**config.mk**
```make
export PLATFORM = sky130hd
export DESIGN_NAME = mbm_matrix
export DESIGN_NICKNAME = d
export VERILOG_FILES = /design/src/logic/mbm_pkg.sv /design/src/logic/mbm_matrix.sv
export VERILOG_INCLUDE_DIRS = /design/src /design/src/logic
export SDC_FILE = /design/constraint.sdc
export NUM_CORES = 1
export LEC_CHECK = 0
export BUFFER_PORTS_ARGS = -buffer_cell sky130_fd_sc_hd__buf_2
export CORE_AREA = 2 2 323 325
export CTS_CLUSTER_DIAMETER = 80
export DETAILED_ROUTE_END_ITERATION = 12
export DIE_AREA = 0 0 325 327
export PLACE_DENSITY = 0.53
export SYNTH_ARGS = -nofsm -noshare
export SYNTH_HDL_FRONTEND = slang
export SYNTH_SLANG_ARGS = --single-unit
```
**constraint.sdc**
```tcl
create_clock -name ref_clk -period 5.9 [get_ports ref_clk]
set_clock_uncertainty 0.05 [all_clocks]
set_input_delay 0.885 -clock ref_clk [delete_from_list [all_inputs] [get_ports ref_clk]]
set_output_delay 0.885 -clock ref_clk [all_outputs]
set_load 0.01 [all_outputs]
```
**src/logic/mbm_defs.svh**
```systemverilog
// Constants of the three-by-four bus matrix: map, wiring, registers.
// Assumes inclusion by bare name from the matrix and the bench.
`ifndef MBM_DEFS_SVH
`define MBM_DEFS_SVH
`define MBM_NM 3
`define MBM_NS 4
// Slave order: 0 SRAM, 1 ROM, 2 flash, 3 bridge
`define MBM_WIRED_M0 4'b0110
`define MBM_WIRED_M1 4'b1001
`define MBM_WIRED_M2 4'b1011
`define MBM_S_SRAM 2'h0
`define MBM_S_ROM 2'h1
`define MBM_S_FLASH 2'h2
`define MBM_S_BRIDGE 2'h3
`define MBM_RG_BOOT 8'h00
`define MBM_RG_ROM 8'h01
`define MBM_RG_FLASH 8'h04
`define MBM_RG_SRAM 8'h20
`define MBM_RG_BRIDGE 8'h40
`define MBM_OFS_MCFG 12'h000
`define MBM_OFS_SCFG 12'h040
`define MBM_OFS_PRIO 12'h080
`define MBM_OFS_BOOT 12'h100
`define MBM_OFS_OWNER 12'h104
`define MBM_STEP_MCFG 12'h004
`define MBM_STEP_SCFG 12'h004
`define MBM_STEP_PRIO 12'h008
`define MBM_SCFG_RST0 32'h00010010
`define MBM_SCFG_RST1 32'h00050010
`define MBM_SCFG_RST2 32'h00000010
`define MBM_SCFG_RST3 32'h00000010
`define MBM_F_OPEN_BURST_SPLIT 2:0
`define MBM_F_SLOT 7:0
`define MBM_F_KIND 17:16
`define MBM_F_FIXED 21:18
`define MBM_F_ARB 25:24
`define MBM_PRIO_STEP 4
`define MBM_OPEN_BURST_SPLIT_INF 3'h0
`define MBM_OPEN_BURST_SPLIT_ONE 3'h1
`define MBM_OPEN_BURST_SPLIT_4 3'h2
`define MBM_OPEN_BURST_SPLIT_8 3'h3
`define MBM_OPEN_BURST_SPLIT_16 3'h4
`define MBM_TR_IDLE 2'h0
`define MBM_TR_NONSEQ 2'h2
`define MBM_HB_SINGLE 3'h0
`define MBM_HB_INCR 3'h1
`endif

```
**src/logic/mbm_pkg.sv**
```systemverilog
// Types shared by the bus matrix and its surroundings.
// Assumes AHB-style masters and slaves on one clock.
`default_nettype none
package mbm_pkg;
    typedef enum logic [1:0] {
        MBM_DM_NONE = 2'b00,
        MBM_DM_LAST = 2'b01,
        MBM_DM_FIXED = 2'b10
    } mbm_dm_e;
    typedef enum logic [1:0] {
        MBM_ARB_RR = 2'b00,
        MBM_ARB_PRIO = 2'b01
    } mbm_arb_e;
    typedef struct packed {
        logic [31:0] haddr;
        logic [1:0] htrans;
        logic hwrite;
        logic [2:0] hsize;
        logic [2:0] hburst;
        logic [31:0] hwdata;
    } mbm_mreq_s;
    typedef struct packed {
        logic hready;
        logic hresp;
        logic [31:0] hrdata;
    } mbm_mrsp_s;
    typedef struct packed {
        logic hsel;
        logic hready;
        mbm_mreq_s cmd;
    } mbm_sreq_s;
    typedef struct packed {
        logic hreadyout;
        logic hresp;
        logic [31:0] hrdata;
    } mbm_srsp_s;
endpackage
`default_nettype wire

```
**src/logic/mbm_matrix.sv**
```systemverilog
// Three-master, four-slave AHB bus matrix with per-slave arbiters.
// Assumes APB setup/access protocol and AHB-lite masters and slaves.
//
// Contract
// - Three masters reach distinct slaves concurrently and independently.
// - Non-default master connects after one cycle; default master at once.
// - Each master has its own decoder; all share one address map.
// - Only the listed master-slave paths exist; others are unwired.
// - Every slave has its own arbiter and configuration.
// - Boot region maps to ROM or flash by configuration.
// - No default master: idle slave disconnects from all masters.
// - Last access master: idle slave stays with last requester.
// - Fixed default: idle slave joins configured master; software changes it.
// - Slave config holds 2-bit default kind and 4-bit fixed index.
// - Arbitration kind selects round-robin or priority; round-robin after reset.
// - Ownership changes only when idle, single, burst end, or slot expired.
// - Open bursts split every beat, at 4, 8, 16 beats or never, per master.
// - Slot counter loads at burst start, counts down; zero allows break.
// - Round-robin serves lowest master first, then rotates.
// - Round-robin without default adds one cycle to each first access.
// - Privileged default master sees no latency; others one cycle.
// - Fixed default master requests are granted without added latency.
// - Priority: highest value wins; ties go to highest master index.
// - Each slave holds a programmable priority per master.
// - Split codes: 0 never, 1 every beat, 2/3/4 four/eight/sixteen.
// - Default kind codes: 0 none, 1 last, 2 fixed.
// - Fixed index not wired to the slave acts as no default.
`timescale 1ns/10ps
`default_nettype none
`include "mbm_defs.svh"
module mbm_matrix
    import mbm_pkg::*;
(
    input wire logic ref_clk,
    input wire logic nrst,
    input wire logic psel,
    input wire logic penable,
    input wire logic pwrite,
    input wire logic [11:0] paddr,
    input wire logic [31:0] pwdata,
    output var logic [31:0] prdata,
    output var logic pready,
    output var logic pslverr,
    input wire mbm_mreq_s m_req [`MBM_NM],
    output var mbm_mrsp_s m_rsp [`MBM_NM],
    output var mbm_sreq_s s_req [`MBM_NS],
    input wire mbm_srsp_s s_rsp [`MBM_NS]
);
    // ==========================================================
    // Helpers
    function automatic logic [3:0] wired(input logic [3:0] m);
        case (m)
            4'h0: wired = `MBM_WIRED_M0;
            4'h1: wired = `MBM_WIRED_M1;
            4'h2: wired = `MBM_WIRED_M2;
            default: wired = 4'h0;
        endcase
    endfunction

    // Same map for every master port
    function automatic logic [3:0] decode(input logic [31:0] a,
                                          input logic bf);
        logic [3:0] hit;
        hit = 4'h0;
        case (a[31:24])
            `MBM_RG_BOOT: hit[bf ? `MBM_S_FLASH : `MBM_S_ROM] = 1'b1;
            `MBM_RG_ROM: hit[`MBM_S_ROM] = 1'b1;
            `MBM_RG_FLASH: hit[`MBM_S_FLASH] = 1'b1;
            `MBM_RG_SRAM: hit[`MBM_S_SRAM] = 1'b1;
            `MBM_RG_BRIDGE: hit[`MBM_S_BRIDGE] = 1'b1;
            default: hit = 4'h0;
        endcase
        decode = hit;
    endfunction

    function automatic logic [4:0] blen_of(input logic [2:0] hb,
                                           input logic [2:0] ul);
        if (hb == `MBM_HB_INCR) begin
            case (ul)
                `MBM_OPEN_BURST_SPLIT_ONE: blen_of = 5'h01;
                `MBM_OPEN_BURST_SPLIT_4: blen_of = 5'h04;
                `MBM_OPEN_BURST_SPLIT_8: blen_of = 5'h08;
                `MBM_OPEN_BURST_SPLIT_16: blen_of = 5'h10;
                default: blen_of = 5'h00;
            endcase
        end else if (hb == `MBM_HB_SINGLE) begin
            blen_of = 5'h01;
        end else begin
            blen_of = 5'(5'h02 << hb[2:1]);
        end
    endfunction

    function automatic logic [1:0] prio_of(input logic [31:0] p,
                                           input int m);
        prio_of = p[m*`MBM_PRIO_STEP +: 2];
    endfunction

    function automatic logic [1:0] pick(input logic [2:0] c,
                                        input logic [1:0] arb,
                                        input logic [31:0] p,
                                        input logic [1:0] last);
        logic [1:0] w;
        logic [1:0] best;
        logic [1:0] idx;
        logic found;
        w = 2'h0;
        best = 2'h0;
        found = 1'b0;
        if (arb == MBM_ARB_PRIO) begin
            for (int m = 0; m < `MBM_NM; m++) begin
                if (c[m] && (!found || prio_of(p, m) >= best)) begin
                    w = 2'(m);
                    best = prio_of(p, m);
                    found = 1'b1;
                end
            end
        end else begin
            for (int k = 1; k <= `MBM_NM; k++) begin
                idx = 2'((int'(last) + k) % `MBM_NM);
                if (c[idx] && !found) begin
                    w = idx;
                    found = 1'b1;
                end
            end
        end
        pick = w;
    endfunction

    function automatic logic [1:0] idx_of(input logic [3:0] oh);
        idx_of = 2'h0;
        for (int s = 0; s < `MBM_NS; s++) begin
            if (oh[s]) begin
                idx_of = 2'(s);
            end
        end
    endfunction

    // ==========================================================
    // Configuration registers
    logic [2:0] open_burst_split [`MBM_NM];
    logic [31:0] scfg [`MBM_NS];
    logic [31:0] prio [`MBM_NS];
    logic boot_flash;
    logic own_v [`MBM_NS];
    logic [1:0] own [`MBM_NS];
    logic wr;
    logic mapped;
    logic [31:0] rd_val;

    assign wr = psel && penable && pwrite;
    assign pready = 1'b1;
    assign pslverr = psel && penable && !mapped;

    always_comb begin
        mapped = 1'b0;
        rd_val = 32'h0;
        for (int m = 0; m < `MBM_NM; m++) begin
            if (paddr == `MBM_OFS_MCFG + 12'(m) * `MBM_STEP_MCFG) begin
                mapped = 1'b1;
                rd_val = {29'h0, open_burst_split[m]};
            end
        end
        for (int s = 0; s < `MBM_NS; s++) begin
            if (paddr == `MBM_OFS_SCFG + 12'(s) * `MBM_STEP_SCFG) begin
                mapped = 1'b1;
                rd_val = scfg[s];
            end
            if (paddr == `MBM_OFS_PRIO + 12'(s) * `MBM_STEP_PRIO) begin
                mapped = 1'b1;
                rd_val = prio[s];
            end
        end
        if (paddr == `MBM_OFS_BOOT) begin
            mapped = 1'b1;
            rd_val = {31'h0, boot_flash};
        end
        if (paddr == `MBM_OFS_OWNER) begin
            mapped = 1'b1;
            for (int s = 0; s < `MBM_NS; s++) begin
                rd_val[s*4 +: 3] = {own_v[s], own[s]};
            end
        end
    end

    // Read data captured in the setup cycle, valid in the access phase
    always_ff @(posedge ref_clk or negedge nrst) begin
        if (!nrst) begin
            prdata <= 32'h0;
        end else if (psel && !penable) begin
            prdata <= rd_val;
        end
    end

    always_ff @(posedge ref_clk or negedge nrst) begin
        if (!nrst) begin
            for (int m = 0; m < `MBM_NM; m++) begin
                open_burst_split[m] <= `MBM_OPEN_BURST_SPLIT_INF;
            end
            scfg[0] <= `MBM_SCFG_RST0;
            scfg[1] <= `MBM_SCFG_RST1;
            scfg[2] <= `MBM_SCFG_RST2;
            scfg[3] <= `MBM_SCFG_RST3;
            for (int s = 0; s < `MBM_NS; s++) begin
                prio[s] <= 32'h0;
            end
            boot_flash <= 1'b0;
        end else if (wr && mapped) begin
            for (int m = 0; m < `MBM_NM; m++) begin
                if (paddr == `MBM_OFS_MCFG + 12'(m) * `MBM_STEP_MCFG) begin
                    open_burst_split[m] <= pwdata[`MBM_F_OPEN_BURST_SPLIT];
                end
            end
            for (int s = 0; s < `MBM_NS; s++) begin
                if (paddr == `MBM_OFS_SCFG + 12'(s) * `MBM_STEP_SCFG) begin
                    scfg[s] <= 32'h0;
                    scfg[s][`MBM_F_SLOT] <= pwdata[`MBM_F_SLOT];
                    scfg[s][`MBM_F_KIND] <= pwdata[`MBM_F_KIND];
                    scfg[s][`MBM_F_FIXED] <= pwdata[`MBM_F_FIXED];
                    scfg[s][`MBM_F_ARB] <= pwdata[`MBM_F_ARB];
                end
                if (paddr == `MBM_OFS_PRIO + 12'(s) * `MBM_STEP_PRIO) begin
                    prio[s] <= pwdata & 32'h00000333;
                end
            end
            if (paddr == `MBM_OFS_BOOT) begin
                boot_flash <= pwdata[0];
            end
        end
    end

    // ==========================================================
    // Master side: decode and data-phase tracking
    logic [3:0] tgt [`MBM_NM];
    logic [1:0] tix [`MBM_NM];
    logic areq [`MBM_NM];
    logic mfree [`MBM_NM];
    logic gnt [`MBM_NM];
    logic hready_m [`MBM_NM];
    logic dph_v [`MBM_NM];
    logic dph_done [`MBM_NM];
    logic [1:0] dph_s [`MBM_NM];
    logic [31:0] lat_rdata [`MBM_NM];
    logic lat_resp [`MBM_NM];
    logic [2:0] req [`MBM_NS];

    always_comb begin
        for (int s = 0; s < `MBM_NS; s++) begin
            req[s] = 3'h0;
        end
        for (int m = 0; m < `MBM_NM; m++) begin
            tgt[m] = decode(m_req[m].haddr, boot_flash)
                & wired(4'(m));
            tix[m] = idx_of(tgt[m]);
            areq[m] = (m_req[m].htrans != `MBM_TR_IDLE) && (tgt[m] != 4'h0);
            mfree[m] = !dph_v[m] || dph_done[m]
                || s_rsp[dph_s[m]].hreadyout;
            gnt[m] = areq[m] && own_v[tix[m]] && (own[tix[m]] == 2'(m));
            // Unmapped or unwired requests are swallowed with OKAY
            hready_m[m] = mfree[m] && (!areq[m]
                || (gnt[m] && s_rsp[tix[m]].hreadyout));
            for (int s = 0; s < `MBM_NS; s++) begin
                req[s][m] = areq[m] && tgt[m][s];
            end
            m_rsp[m].hready = hready_m[m];
            m_rsp[m].hresp = dph_done[m] ? lat_resp[m]
                : (dph_v[m] && s_rsp[dph_s[m]].hresp);
            m_rsp[m].hrdata = dph_done[m] ? lat_rdata[m]
                : (dph_v[m] ? s_rsp[dph_s[m]].hrdata : 32'h0);
        end
    end

    // A finished data phase is held while the next address waits
    always_ff @(posedge ref_clk or negedge nrst) begin
        if (!nrst) begin
            for (int m = 0; m < `MBM_NM; m++) begin
                dph_v[m] <= 1'b0;
                dph_done[m] <= 1'b0;
                dph_s[m] <= 2'h0;
                lat_rdata[m] <= 32'h0;
                lat_resp[m] <= 1'b0;
            end
        end else begin
            for (int m = 0; m < `MBM_NM; m++) begin
                if (hready_m[m]) begin
                    dph_v[m] <= areq[m] && m_req[m].htrans[1];
                    dph_s[m] <= tix[m];
                    dph_done[m] <= 1'b0;
                end else if (dph_v[m] && !dph_done[m]
                             && s_rsp[dph_s[m]].hreadyout) begin
                    dph_done[m] <= 1'b1;
                    lat_rdata[m] <= s_rsp[dph_s[m]].hrdata;
                    lat_resp[m] <= s_rsp[dph_s[m]].hresp;
                end
            end
        end
    end

    // ==========================================================
    // Slave side: one arbiter per slave
    logic [1:0] rr_last [`MBM_NS];
    logic [4:0] beat [`MBM_NS];
    logic [4:0] blen [`MBM_NS];
    logic [7:0] slot [`MBM_NS];
    logic busy [`MBM_NS];
    logic acc [`MBM_NS];
    logic last_beat [`MBM_NS];
    logic rearb [`MBM_NS];
    logic [2:0] cand [`MBM_NS];
    logic [4:0] blen_now [`MBM_NS];
    logic [4:0] beat_n [`MBM_NS];
    logic fix_ok [`MBM_NS];

    always_comb begin
        for (int s = 0; s < `MBM_NS; s++) begin
            busy[s] = own_v[s] && req[s][own[s]];
            s_req[s].cmd = m_req[own[s]];
            s_req[s].hsel = busy[s] && mfree[own[s]];
            s_req[s].hready = s_rsp[s].hreadyout;
            acc[s] = s_req[s].hsel && s_rsp[s].hreadyout
                && m_req[own[s]].htrans[1];
            blen_now[s] = (m_req[own[s]].htrans == `MBM_TR_NONSEQ)
                ? blen_of(m_req[own[s]].hburst, open_burst_split[own[s]]) : blen[s];
            beat_n[s] = (m_req[own[s]].htrans == `MBM_TR_NONSEQ)
                ? 5'h01 : 5'(beat[s] + 5'h01);
            last_beat[s] = (blen_now[s] != 5'h00) && (beat_n[s] == blen_now[s]);
            // Break points only; a burst in flight keeps its slave
            rearb[s] = !busy[s]
                || (acc[s] && (last_beat[s] || slot[s] == 8'h00));
            cand[s] = req[s] & ~(acc[s] ? 3'(3'h1 << own[s]) : 3'h0);
            fix_ok[s] = (scfg[s][`MBM_F_FIXED] < 4'(`MBM_NM))
                && ((wired(scfg[s][`MBM_F_FIXED]) & 4'(1 << s)) != 4'h0);
        end
    end

    always_ff @(posedge ref_clk or negedge nrst) begin
        if (!nrst) begin
            for (int s = 0; s < `MBM_NS; s++) begin
                own_v[s] <= 1'b0;
                own[s] <= 2'h0;
                rr_last[s] <= 2'h2;
            end
        end else begin
            for (int s = 0; s < `MBM_NS; s++) begin
                if (rearb[s] && cand[s] != 3'h0) begin
                    own_v[s] <= 1'b1;
                    own[s] <= pick(cand[s], scfg[s][`MBM_F_ARB],
                        prio[s], rr_last[s]);
                    rr_last[s] <= pick(cand[s], scfg[s][`MBM_F_ARB],
                        prio[s], rr_last[s]);
                end else if (rearb[s]) begin
                    case (scfg[s][`MBM_F_KIND])
                        MBM_DM_LAST: own_v[s] <= own_v[s];
                        MBM_DM_FIXED: begin
                            own_v[s] <= fix_ok[s];
                            own[s] <= 2'(scfg[s][`MBM_F_FIXED]);
                        end
                        default: own_v[s] <= 1'b0;
                    endcase
                end
            end
        end
    end

    // Beat and slot counters restart at each burst start
    always_ff @(posedge ref_clk or negedge nrst) begin
        if (!nrst) begin
            for (int s = 0; s < `MBM_NS; s++) begin
                beat[s] <= 5'h00;
                blen[s] <= 5'h00;
                slot[s] <= 8'h00;
            end
        end else begin
            for (int s = 0; s < `MBM_NS; s++) begin
                if (acc[s]) begin
                    beat[s] <= last_beat[s] ? 5'h00 : beat_n[s];
                    blen[s] <= blen_now[s];
                end
                if (acc[s] && m_req[own[s]].htrans == `MBM_TR_NONSEQ) begin
                    slot[s] <= scfg[s][`MBM_F_SLOT];
                end else if (slot[s] != 8'h00) begin
                    slot[s] <= slot[s] - 8'h01;
                end
            end
        end
    end

    for (genvar gs = 0; gs < `MBM_NS; gs++) begin : g_chk

    end
endmodule
`default_nettype wire

```
-- Yosys cells after proc, flatten, opt, wreduce, memory -nomap -nowiden
Index checks and enable logic that the tools add are counted.
- add/sub/neg operators: 20
- bitwise logic cells: 21
- shift operators: 8
- mux-type cells: 323
- eq/ne operators: 73
- $mul: 0
- order comparisons: 40
- reduce and logical (&&, ||, !) cells: 221
- divide/modulo/power cells: 12
- operators with widths (kind ; count):
    73-bit binary-select mux with 2-bit select ; 4
    73-bit 2-to-1 mux ; 8
    32-bit 2-to-1 mux ; 14
    34-bit binary-select mux with 2-bit select ; 6
    34-bit 2-to-1 mux ; 12
    32-bit by 3-bit modulo with 32-bit output, second input constant ; 12
    2-bit 2-to-1 mux ; 66
    1-bit 2-to-1 mux ; 115
    5-bit 2-to-1 mux ; 20
    1-bit logical AND ; 92
    5-bit one-hot mux with 4 select lines ; 4
    8-bit 2-to-1 mux ; 8
    3-bit 2-to-1 mux ; 19
    8-bit zero test ; 7
    2-bit by 3-bit < comparator with 1-bit output, second input constant ; 17
    12-bit by 7-bit == test with 1-bit output, second input constant ; 4
    12-bit by 8-bit == test with 1-bit output, second input constant ; 4
    1-bit binary-select mux with 2-bit select ; 23
    2-bit AND reduction ; 23
    2-bit nonzero test ; 18
    8-bit nonzero test ; 4
    8-bit by 1-bit subtractor with 8-bit output, second input constant ; 4
    1-bit zero test ; 31
    3-bit greater-or-equal comparator, second input constant ; 10
    46 further kinds ; 193
- output and inout bits: 436
- latch bits: 0
- bits in registers: 333
- memories kept: 0
- bits of input ports: 404
- logic and storage cells: 770
- bits in writable memories: 0
- bits in read-only memories: 0

-- Longest topological paths before layout
Gate-level depths: netlist of the first run.
- depth after elaboration: 33
- gate-level depth with buffers: 14
- depth with buffers taken out: 13

-- Worst setup path before layout of the first run
OpenSTA, ideal clock, no wires.
- kind: in2reg
- start point: input m_req[66] (netlist name)
- end point: register own[6] (netlist name)
- buffers on the path: 1
- cell stages on the path: 14
- path slack: 2.020 ns
- arrival time: 3.747 ns
- required time: 5.767 ns
- setup time: 0.083 ns
- path through: or4_1 clkbuf_1 or4_4 o22ai_4 a31oi_1 and2_1 ha_1 nand2b_1 a21oi_1 nor2_1 a31oi_1 o221a_2 a31oi_1 o22ai_1
- longest elaborated chain between the ends: 29
- elaborated cells between the ends (all ways): 70
- classes of those cells: order compare: 2; eq/ne: 3; mux: 37; bitwise: 2; reduce/logical: 26
- RTL lines (item ; RTL line ; RTL):
    from (decl) ; mbm_matrix.sv:44 ; input wire mbm_mreq_s m_req [`MBM_NM],
    8-bit by 6-bit == test with 1-bit output (tied with other cells) ; mbm_matrix.sv:65 ; case (a[31:24])
    1-bit one-hot mux with 2 select lines ; mbm_matrix.sv:65 ;
    4-bit nonzero test ; mbm_matrix.sv:254 ; areq[m] = (m_req[m].htrans != `MBM_TR_IDLE) && (tgt[m] != 4'h0);
    1-bit logical AND ; mbm_matrix.sv:254 ;
    1-bit logical AND * ; mbm_matrix.sv:262 ; req[s][m] = areq[m] && tgt[m][s];
    1-bit binary-select mux with 2-bit select ; mbm_matrix.sv:315 ; busy[s] = own_v[s] && req[s][own[s]];
    1-bit 2-to-1 mux (implied by the code) ; mbm_matrix.sv:315 ;
    1-bit logical AND ; mbm_matrix.sv:315 ;
    [... 13 more ...] ; -- ;
    2-bit 2-to-1 mux (tied with other cells) ; mbm_matrix.sv:109 ; if (arb == MBM_ARB_PRIO) begin
    2-bit 2-to-1 mux (tied with other cells) ; mbm_matrix.sv:344 ; if (rearb[s] && cand[s] != 3'h0) begin
    2-bit greater-or-equal comparator (tied with other cells) ; mbm_matrix.sv:111 ; if (c[m] && (!found || prio_of(p, m) >= best)) begin
    1-bit logical OR / 1-bit zero test (equally long branches) ; mbm_matrix.sv:111, mbm_matrix.sv:120 ;
    1-bit logical AND, on equally long branches ; mbm_matrix.sv:111, mbm_matrix.sv:120 ;
    2-bit 2-to-1 mux, on equally long branches ; mbm_matrix.sv:111, mbm_matrix.sv:120 ;
    2-bit 2-to-1 mux ; mbm_matrix.sv:109 ;
    2-bit 2-to-1 mux ; mbm_matrix.sv:344 ;
    to (signal, indexed assignment) ; mbm_matrix.sv:346 ; own[s] <= pick(cand[s], scfg[s][`MBM_F_ARB],
    to (signal, indexed assignment) ; mbm_matrix.sv:355 ; own[s] <= 2'(scfg[s][`MBM_F_FIXED]);
    to (decl) ; mbm_matrix.sv:145 ; logic [1:0] own [`MBM_NS];
Mark *: on every way between the ends. The rest lies on a longest branch, timed or not. The select of a mux whose other input is x is not followed.
A chain may end at the register's enable or synchronous reset.

==> impl_metrics.tcl, run 1 <==
set metrics [dict create \
    max-vdd-ir-drop_mv 0.1731 \
    crit_path_max_fanout 5 \
    multi_input_area_sq_um 16010 \
    core_area_sq_um 102900 \
    drc 0 \
    cts_resized 0 \
    critPathArrivalTime_ns 3.63 \
    ys_warn_count 0 \
    grt.busiest_layer "met2" \
    clk_pin_slew_worst_paths_ns 0.06 \
    slowest_delay_ns 0.79 \
    clkSinkCount 320 \
    grt_max_degree 119 \
    synth_edf_count 0 \
    final_antenna_net_count 0 \
    p_leak_uw 0.01457 \
    cts_hold_buffers 0 \
    globalRouteTotalUtil_pct 22.22 \
    yosysTopAreaCell "dfrtp_1" \
    die-width_um 325 \
    firstDrtPassIters 6 \
    synth_cell_types 90 \
    drt-total-wl_mm 124.5 \
    fin_crit_ns 4.561 \
    grt_antenna_before_repair 35 \
    yosys-top-cells-area "dfrtp_1 (31%), mux2i_1 (14%), o21ai_0 (8.2%)" \
    path_cells "buf_2, nor4_1, buf_4, and4b_1, or4b_1, a21oi_1, buf_2" \
    worst-setup-path-type "primary input to output pin" \
    clock_latency_ns 0.61 \
    timing.critical_path.buf_inv 3 \
    die_area_sq_um 106300 \
    htree_num_levels 2 \
    clockRootBuffer "clkbuf_16" \
    syn_to_final_growth_pct 27.71 \
    synth-seq-cells 320 \
    gp_congestion 0.9083 \
    maxSlewViolCount 0 \
    fin_hold_ws_ns 0.2228 \
    gr-usage-met2_pct 33.50 \
    initial_utilization_pct 24.28 \
    portBuffers 814 \
    via_count 25960 \
    grt_use_met1_pct 31.09 \
    rsz0062_at_grt "false" \
    status "finished, final reports clean" \
    pwr_density_cell_nw_per_um2 226.5 \
    gr-usage-met3_pct 6.552 \
    overflow 0 \
    max_freq_ghz 0.2193 \
    post_drt_wl_per_cell_um 25.52 \
    critPathTopFamily "simple AND/OR/NAND/NOR gates" \
    relSlewSlack_pct 18.42 \
    final-seq-area_sq_um 8059 \
    layout_commonest_cell "buf_2" \
    drive_gt1_share_pct 35.69 \
    setup-violations-final 0 \
    critPathMostFrequentCell "buf_2" \
    first_global_vias 24480 \
    final-hold-violation-count 0 \
    avgSynthCellArea_sq_um 9.044 \
    hold_path.class "primary input to async pin" \
    dp_hpwl_mm 94.00 \
    final_cell_mix "buf_2 (813), nand2_1 (458), o21ai_0 (407), mux2i_1 (343), dfrtp_1 (295)" \
    ios 840 \
    finalSetupTns_ns 0 \
    cap_violations 0 \
    syn-cell-area_sq_um 24990 \
    cts.path.max_buffers 3 \
    cts_setup_buffers 0 \
    fp-row-count 118 \
    synthArstFlopShare_pct 100.0 \
    die_y_um 327 \
    cp_slowest_cell "nor4_1" \
    numCtsBuffers 41 \
    synth_top_area_share_pct 31.05 \
    post-route-period-util_pct 77.30 \
    startpoint_type "primary input" \
    routed_via_density 5.322 \
    fin_nets 3887 \
    drtIter0Drc 2273 \
    worst_pin_slew_ns 1.213 \
    cp.required_ns 4.97 \
    synth_cells 2763 \
    synth_flop_cell "dfrtp_1" \
    filler_cell_count 11010 \
    grt_pass1_wl_mm 177.0 \
    end_kind "output pin" \
    yosysSeqAreaShare_pct 32.10 \
    cts_tree "done" \
]
-- through the flow --
stage | std cells | power [uW] | util (%) | instance area, sq um | setup slack [ns]
after detailed placement | 4794 | 4545 | 29.57 | 30430 | 1.222
after global placement | 4794 | 4534 | 29.57 | 30430 | 1.235
after floorplan | 2772 | 3403 | - | 25020 | 2.020
after global routing | 4871 | 7522 | 30.99 | 31890 | 1.308
after CTS | 4868 | 7283 | 30.99 | 31890 | 1.450
final | 4878 | 7227 | 31.01 | 31910 | 1.339
-- final timing paths --
kind,slack [ns],start,endpoint,cells past startpoint
worst max-delay path,1.34,m_req[218],s_req[224],7
worst min register to register,0.43,lat_rdata[57]$_DFFE_PN0P_,lat_rdata[57]$_DFFE_PN0P_,2
min in group ref_clk,0.43,lat_rdata[57]$_DFFE_PN0P_,lat_rdata[57]$_DFFE_PN0P_,2
worst max register to register,2.07,own[5]$_DFFE_PN0P_,own[5]$_DFFE_PN0P_,11
worst min-delay path,0.22,nrst,slot[14]$_DFFE_PN0P_,1
max in group asynchronous,4.23,nrst,lat_rdata[90]$_DFFE_PN0P_,2
-- power breakdown --
part | total (uW) | leakage (uW) | internal (uW) | switching, uW
Combinational | 2210 | 0.00959 | 784 | 1430
Clock | 2690 | 0.000706 | 1590 | 1110
Sequential | 2320 | 0.00427 | 2220 | 101
Total | 7230 | 0.0146 | 4590 | 2640
-- sequential cells by signal, indices dropped and copies added, names as in the netlist --
register / count
lat_rdata: 96
scfg: 64
slot: 32
prio: 24
prdata: 22
beat: 20
blen: 20
open_burst_split: 9
own: 8
rr_last: 6
dph_s: 5
own_v: 4
dph_done: 3
dph_v: 3
lat_resp: 3
boot_flash: 1
-- final cells by class --
| class | count | share of cell area, % |
|---|---|---|
| well taps | 1380 | 5.411 |
| repair buffers | 856 | 13.98 |
| clock buffers | 56 | 3.642 |
| multi-input cells | 2190 | 50.15 |
| clock inverters | 18 | 0.9135 |
| inverters | 48 | 0.5646 |
| flip-flops and latches | 320 | 25.25 |
| diodes | 10 | 0.07842 |
-- per-layer routing --
| metal | share of wire, % | vias up |
|---|---|---|
| met5 | 0.13 | - |
| met4 | 2.5 | 24 |
| met3 | 10 | 220 |
| met2 | 43 | 1376 |
| met1 | 44 | 12790 |
| li1 | - | 11550 |
-- worst register-to-register path, cell delays in order (launching register included) --
cell and delay (ns):
dfrtp_4 0.75, nor2b_4 0.66, o2bb2ai_1 0.30, nand3_1 0.21, nor3_1 0.22, nor2_1 0.16
and2_1 0.23, ha_1 0.26, o21ai_0 0.19, and4b_1 0.23, a211oi_1 0.10, o32a_1 0.36
-- synthesized netlist by cell type (all sizes together) (10+ instances only) --
cell type and n:
a211oi 10, a21boi 10, a21o 11, a21oi 67
a221oi 10, a222oi 17, a22o 72, a31oi 12
and2 12, buf 70, clkbuf 144, dfrtp 310
dfstp 10, ha 26, inv 48, mux2 178
mux2i 343, mux4 68, nand2 458, nand2b 26
nand3 30, nor2 97, nor2b 24, nor3 46
nor3b 13, nor4 13, o21ai 411, o2bb2ai 24
o31ai 20, or3 15, xnor2 28, xor2 14
-- cell families after synthesis --
kind of cell,after synthesis,share of synthesized area (%)
flip-flops,320,32.10
XOR/XNOR,42,1.472
adder cells (fa/ha/maj),26,1.302
AO/OA/AOI/OAI,732,18.24
buffers and inverters,262,4.336
other,2,0.03005
multiplexers,589,28.00
AND/OR/NAND/NOR,790,14.53
No activity file was read; power rests on OpenSTA's default activity.
==> run 2: changes to the inputs <==
--- a/config.mk
+++ b/config.mk
@@ -7,11 +7,11 @@
 export NUM_CORES = 1
 export LEC_CHECK = 0
 export BUFFER_PORTS_ARGS = -buffer_cell sky130_fd_sc_hd__buf_2
-export CORE_AREA = 2 2 323 325
+export CORE_AREA = 2 2 325 327
 export CTS_CLUSTER_DIAMETER = 80
 export DETAILED_ROUTE_END_ITERATION = 12
-export DIE_AREA = 0 0 325 327
-export PLACE_DENSITY = 0.53
+export DIE_AREA = 0 0 327 329
+export PLACE_DENSITY = 0.52
 export SYNTH_ARGS = -nofsm -noshare
 export SYNTH_HDL_FRONTEND = slang
 export SYNTH_SLANG_ARGS = --single-unit
==> constraint.sdc (replaced) <==
create_clock -name ref_clk -period 4.2 [get_ports ref_clk]
set_clock_uncertainty 0.05 [all_clocks]
set_input_delay 0.63 -clock ref_clk [delete_from_list [all_inputs] [get_ports ref_clk]]
set_output_delay 0.63 -clock ref_clk [all_outputs]
set_load 0.01 [all_outputs]
==> impl_metrics.tcl, run 2 (same netlist as run 1, synthesis figures left out) <==
set metrics [dict create \
    status "complete, but fails checks" \
    violations "negative hold slack" \
    final_cell_mix "buf_2 (813), nand2_1 (458), o21ai_0 (407), mux2i_1 (343), dfrtp_1 (297)" \
    die_y_um 329 \
    drive_gt1_share_pct 36.80 \
    final_antenna_net_count 0 \
    clk_pin_slew_worst_paths_ns 0.06 \
    post-route-period-util_pct 91.99 \
    startpoint_type "flip-flop" \
    fin_hold_ws_ns -0.03688 \
    relSlewSlack_pct 21.25 \
    post_drt_wl_per_cell_um 27.69 \
    drtIter0Drc 2404 \
    clockRootBuffer "clkbuf_16" \
    globalRouteTotalUtil_pct 24.31 \
    final_cells 4962 \
    regMostFlops "lat_rdata" \
    place_inst 4872 \
    final-hold-violation-count 6 \
    cp_slowest_cell "dfrtp_4" \
    worst_pin_slew_ns 1.169 \
    first_global_vias 24880 \
    firstDrtPassIters 6 \
    largest_register_ffs 96 \
    portBuffers 814 \
    crit_path_max_fanout 37 \
    dp_hpwl_mm 107.2 \
    fin_nets 3955 \
    numCtsBuffers 42 \
    clkSinkCount 320 \
    critPathTopFamily "buffers and inverters" \
    via_count 26370 \
    syn_to_final_growth_pct 30.40 \
    timing.critical_path.buf_inv 3 \
    core_area_sq_um 104400 \
    setup-violations-final 0 \
    pre_cts_slack_ns -0.03811 \
    end_kind "output pin" \
    grt_pass1_wl_mm 190.4 \
    max-vdd-ir-drop_mv 0.2456 \
    hold_path.class "primary input to async pin" \
    cts_setup_buffers 0 \
    die_area_sq_um 107600 \
    htree_num_levels 2 \
    grt_max_degree 85 \
    cts_resized 0 \
    drc 0 \
    cts_tree "done" \
    cp.required_ns 3.52 \
    max_freq_ghz 0.2588 \
    top_regs "lat_rdata x96, scfg x64, slot x32" \
    utilization_pct 31.22 \
    cts_hold_buffers 0 \
    die-width_um 327 \
    fin_crit_ns 3.864 \
    ios 840 \
    p_leak_uw 0.01494 \
    setup_ws_ns 0.3364 \
    pwr_density_cell_nw_per_um2 326.0 \
    path_cells "nor2b_4, buf_4, buf_4, nand2_1, o21ai_0, buf_2" \
    gp_congestion 0.9048 \
    routed_via_density 5.314 \
    worst-setup-path-type "flip-flop to output pin" \
    cap_violations 0 \
    overflow 0 \
    maxSlewViolCount 0 \
    p_total_uw 10620 \
    clock_latency_ns 0.60 \
    slowest_delay_ns 0.59 \
    critPathArrivalTime_ns 3.18 \
    grt_antenna_before_repair 69 \
    layout_commonest_cell "buf_2" \
    initial_utilization_pct 23.94 \
    rsz0062_at_grt "false" \
    fp-row-count 119 \
    cts.path.max_buffers 3 \
    critPathMostFrequentCell "buf_4" \
    finalSetupTns_ns 0 \
    drt-total-wl_mm 137.4 \
]
run 2: path summary, 6_finish.rpt:
check | startpoint | to | slack [ns] | cells past startpoint
max | own[1]$_DFFE_PN0P_ | s_req[42] | 0.34 | 6
min | nrst | lat_rdata[36]$_DFFE_PN0P_ | -0.04 | 1
max reg2reg | own[6]$_DFFE_PN0P_ | own[6]$_DFFE_PN0P_ | 0.64 | 13
min reg2reg | prdata[6]$_DFFE_PN0P_ | prdata[6]$_DFFE_PN0P_ | 0.43 | 1
max in group asynchronous | nrst | scfg[82]$_DFFE_PN1P_ | 3.09 | 2
min in group ref_clk | pwdata[6] | scfg[38]$_DFFE_PN0P_ | 0.24 | 3
run 2: layout make-up:
type                            count  area (sq um)
Inverter                           48         180.2
Multi-Input combinational cell   2190         15990
Clock inverter                     24         445.4
Fill cell                       11110         71790
Timing Repair Buffer              923          5027
Tap cell                         1391          1740
Antenna cell                       17         42.54
Clock buffer                       49          1107
Sequential cell                   320          8056
run 2: where the power goes:
group,switching [uW],internal [uW],total [uW],leakage [uW]
clock,1560,2530,4090,0.000739
combinational,2160,1140,3310,0.00992
sequential,102,3120,3220,0.00427
run 2: routing by layer:
layer	up-vias	share of wire, %	GRT usage (%)	wire [um]
li1	11690	-	-	-
met1	13090	43	33.01	59510
met2	1288	42	35.64	57960
met3	249	12	10.01	15890
met4	46	2.6	5.704	3591
met5	-	0.33	1.130	456
run 2: through the flow:
| step | hold slack [ns] | cell area (sq um) |
|---|---|---|
| finish | -0.03688 | 32590 |
| global route | 0.01413 | 32560 |
| CTS | 0.0006259 | 32540 |
| detailed placement | 0.4148 | 30990 |
| global placement | 0.4084 | 30990 |
| floorplan | 0.2844 | 25020 |
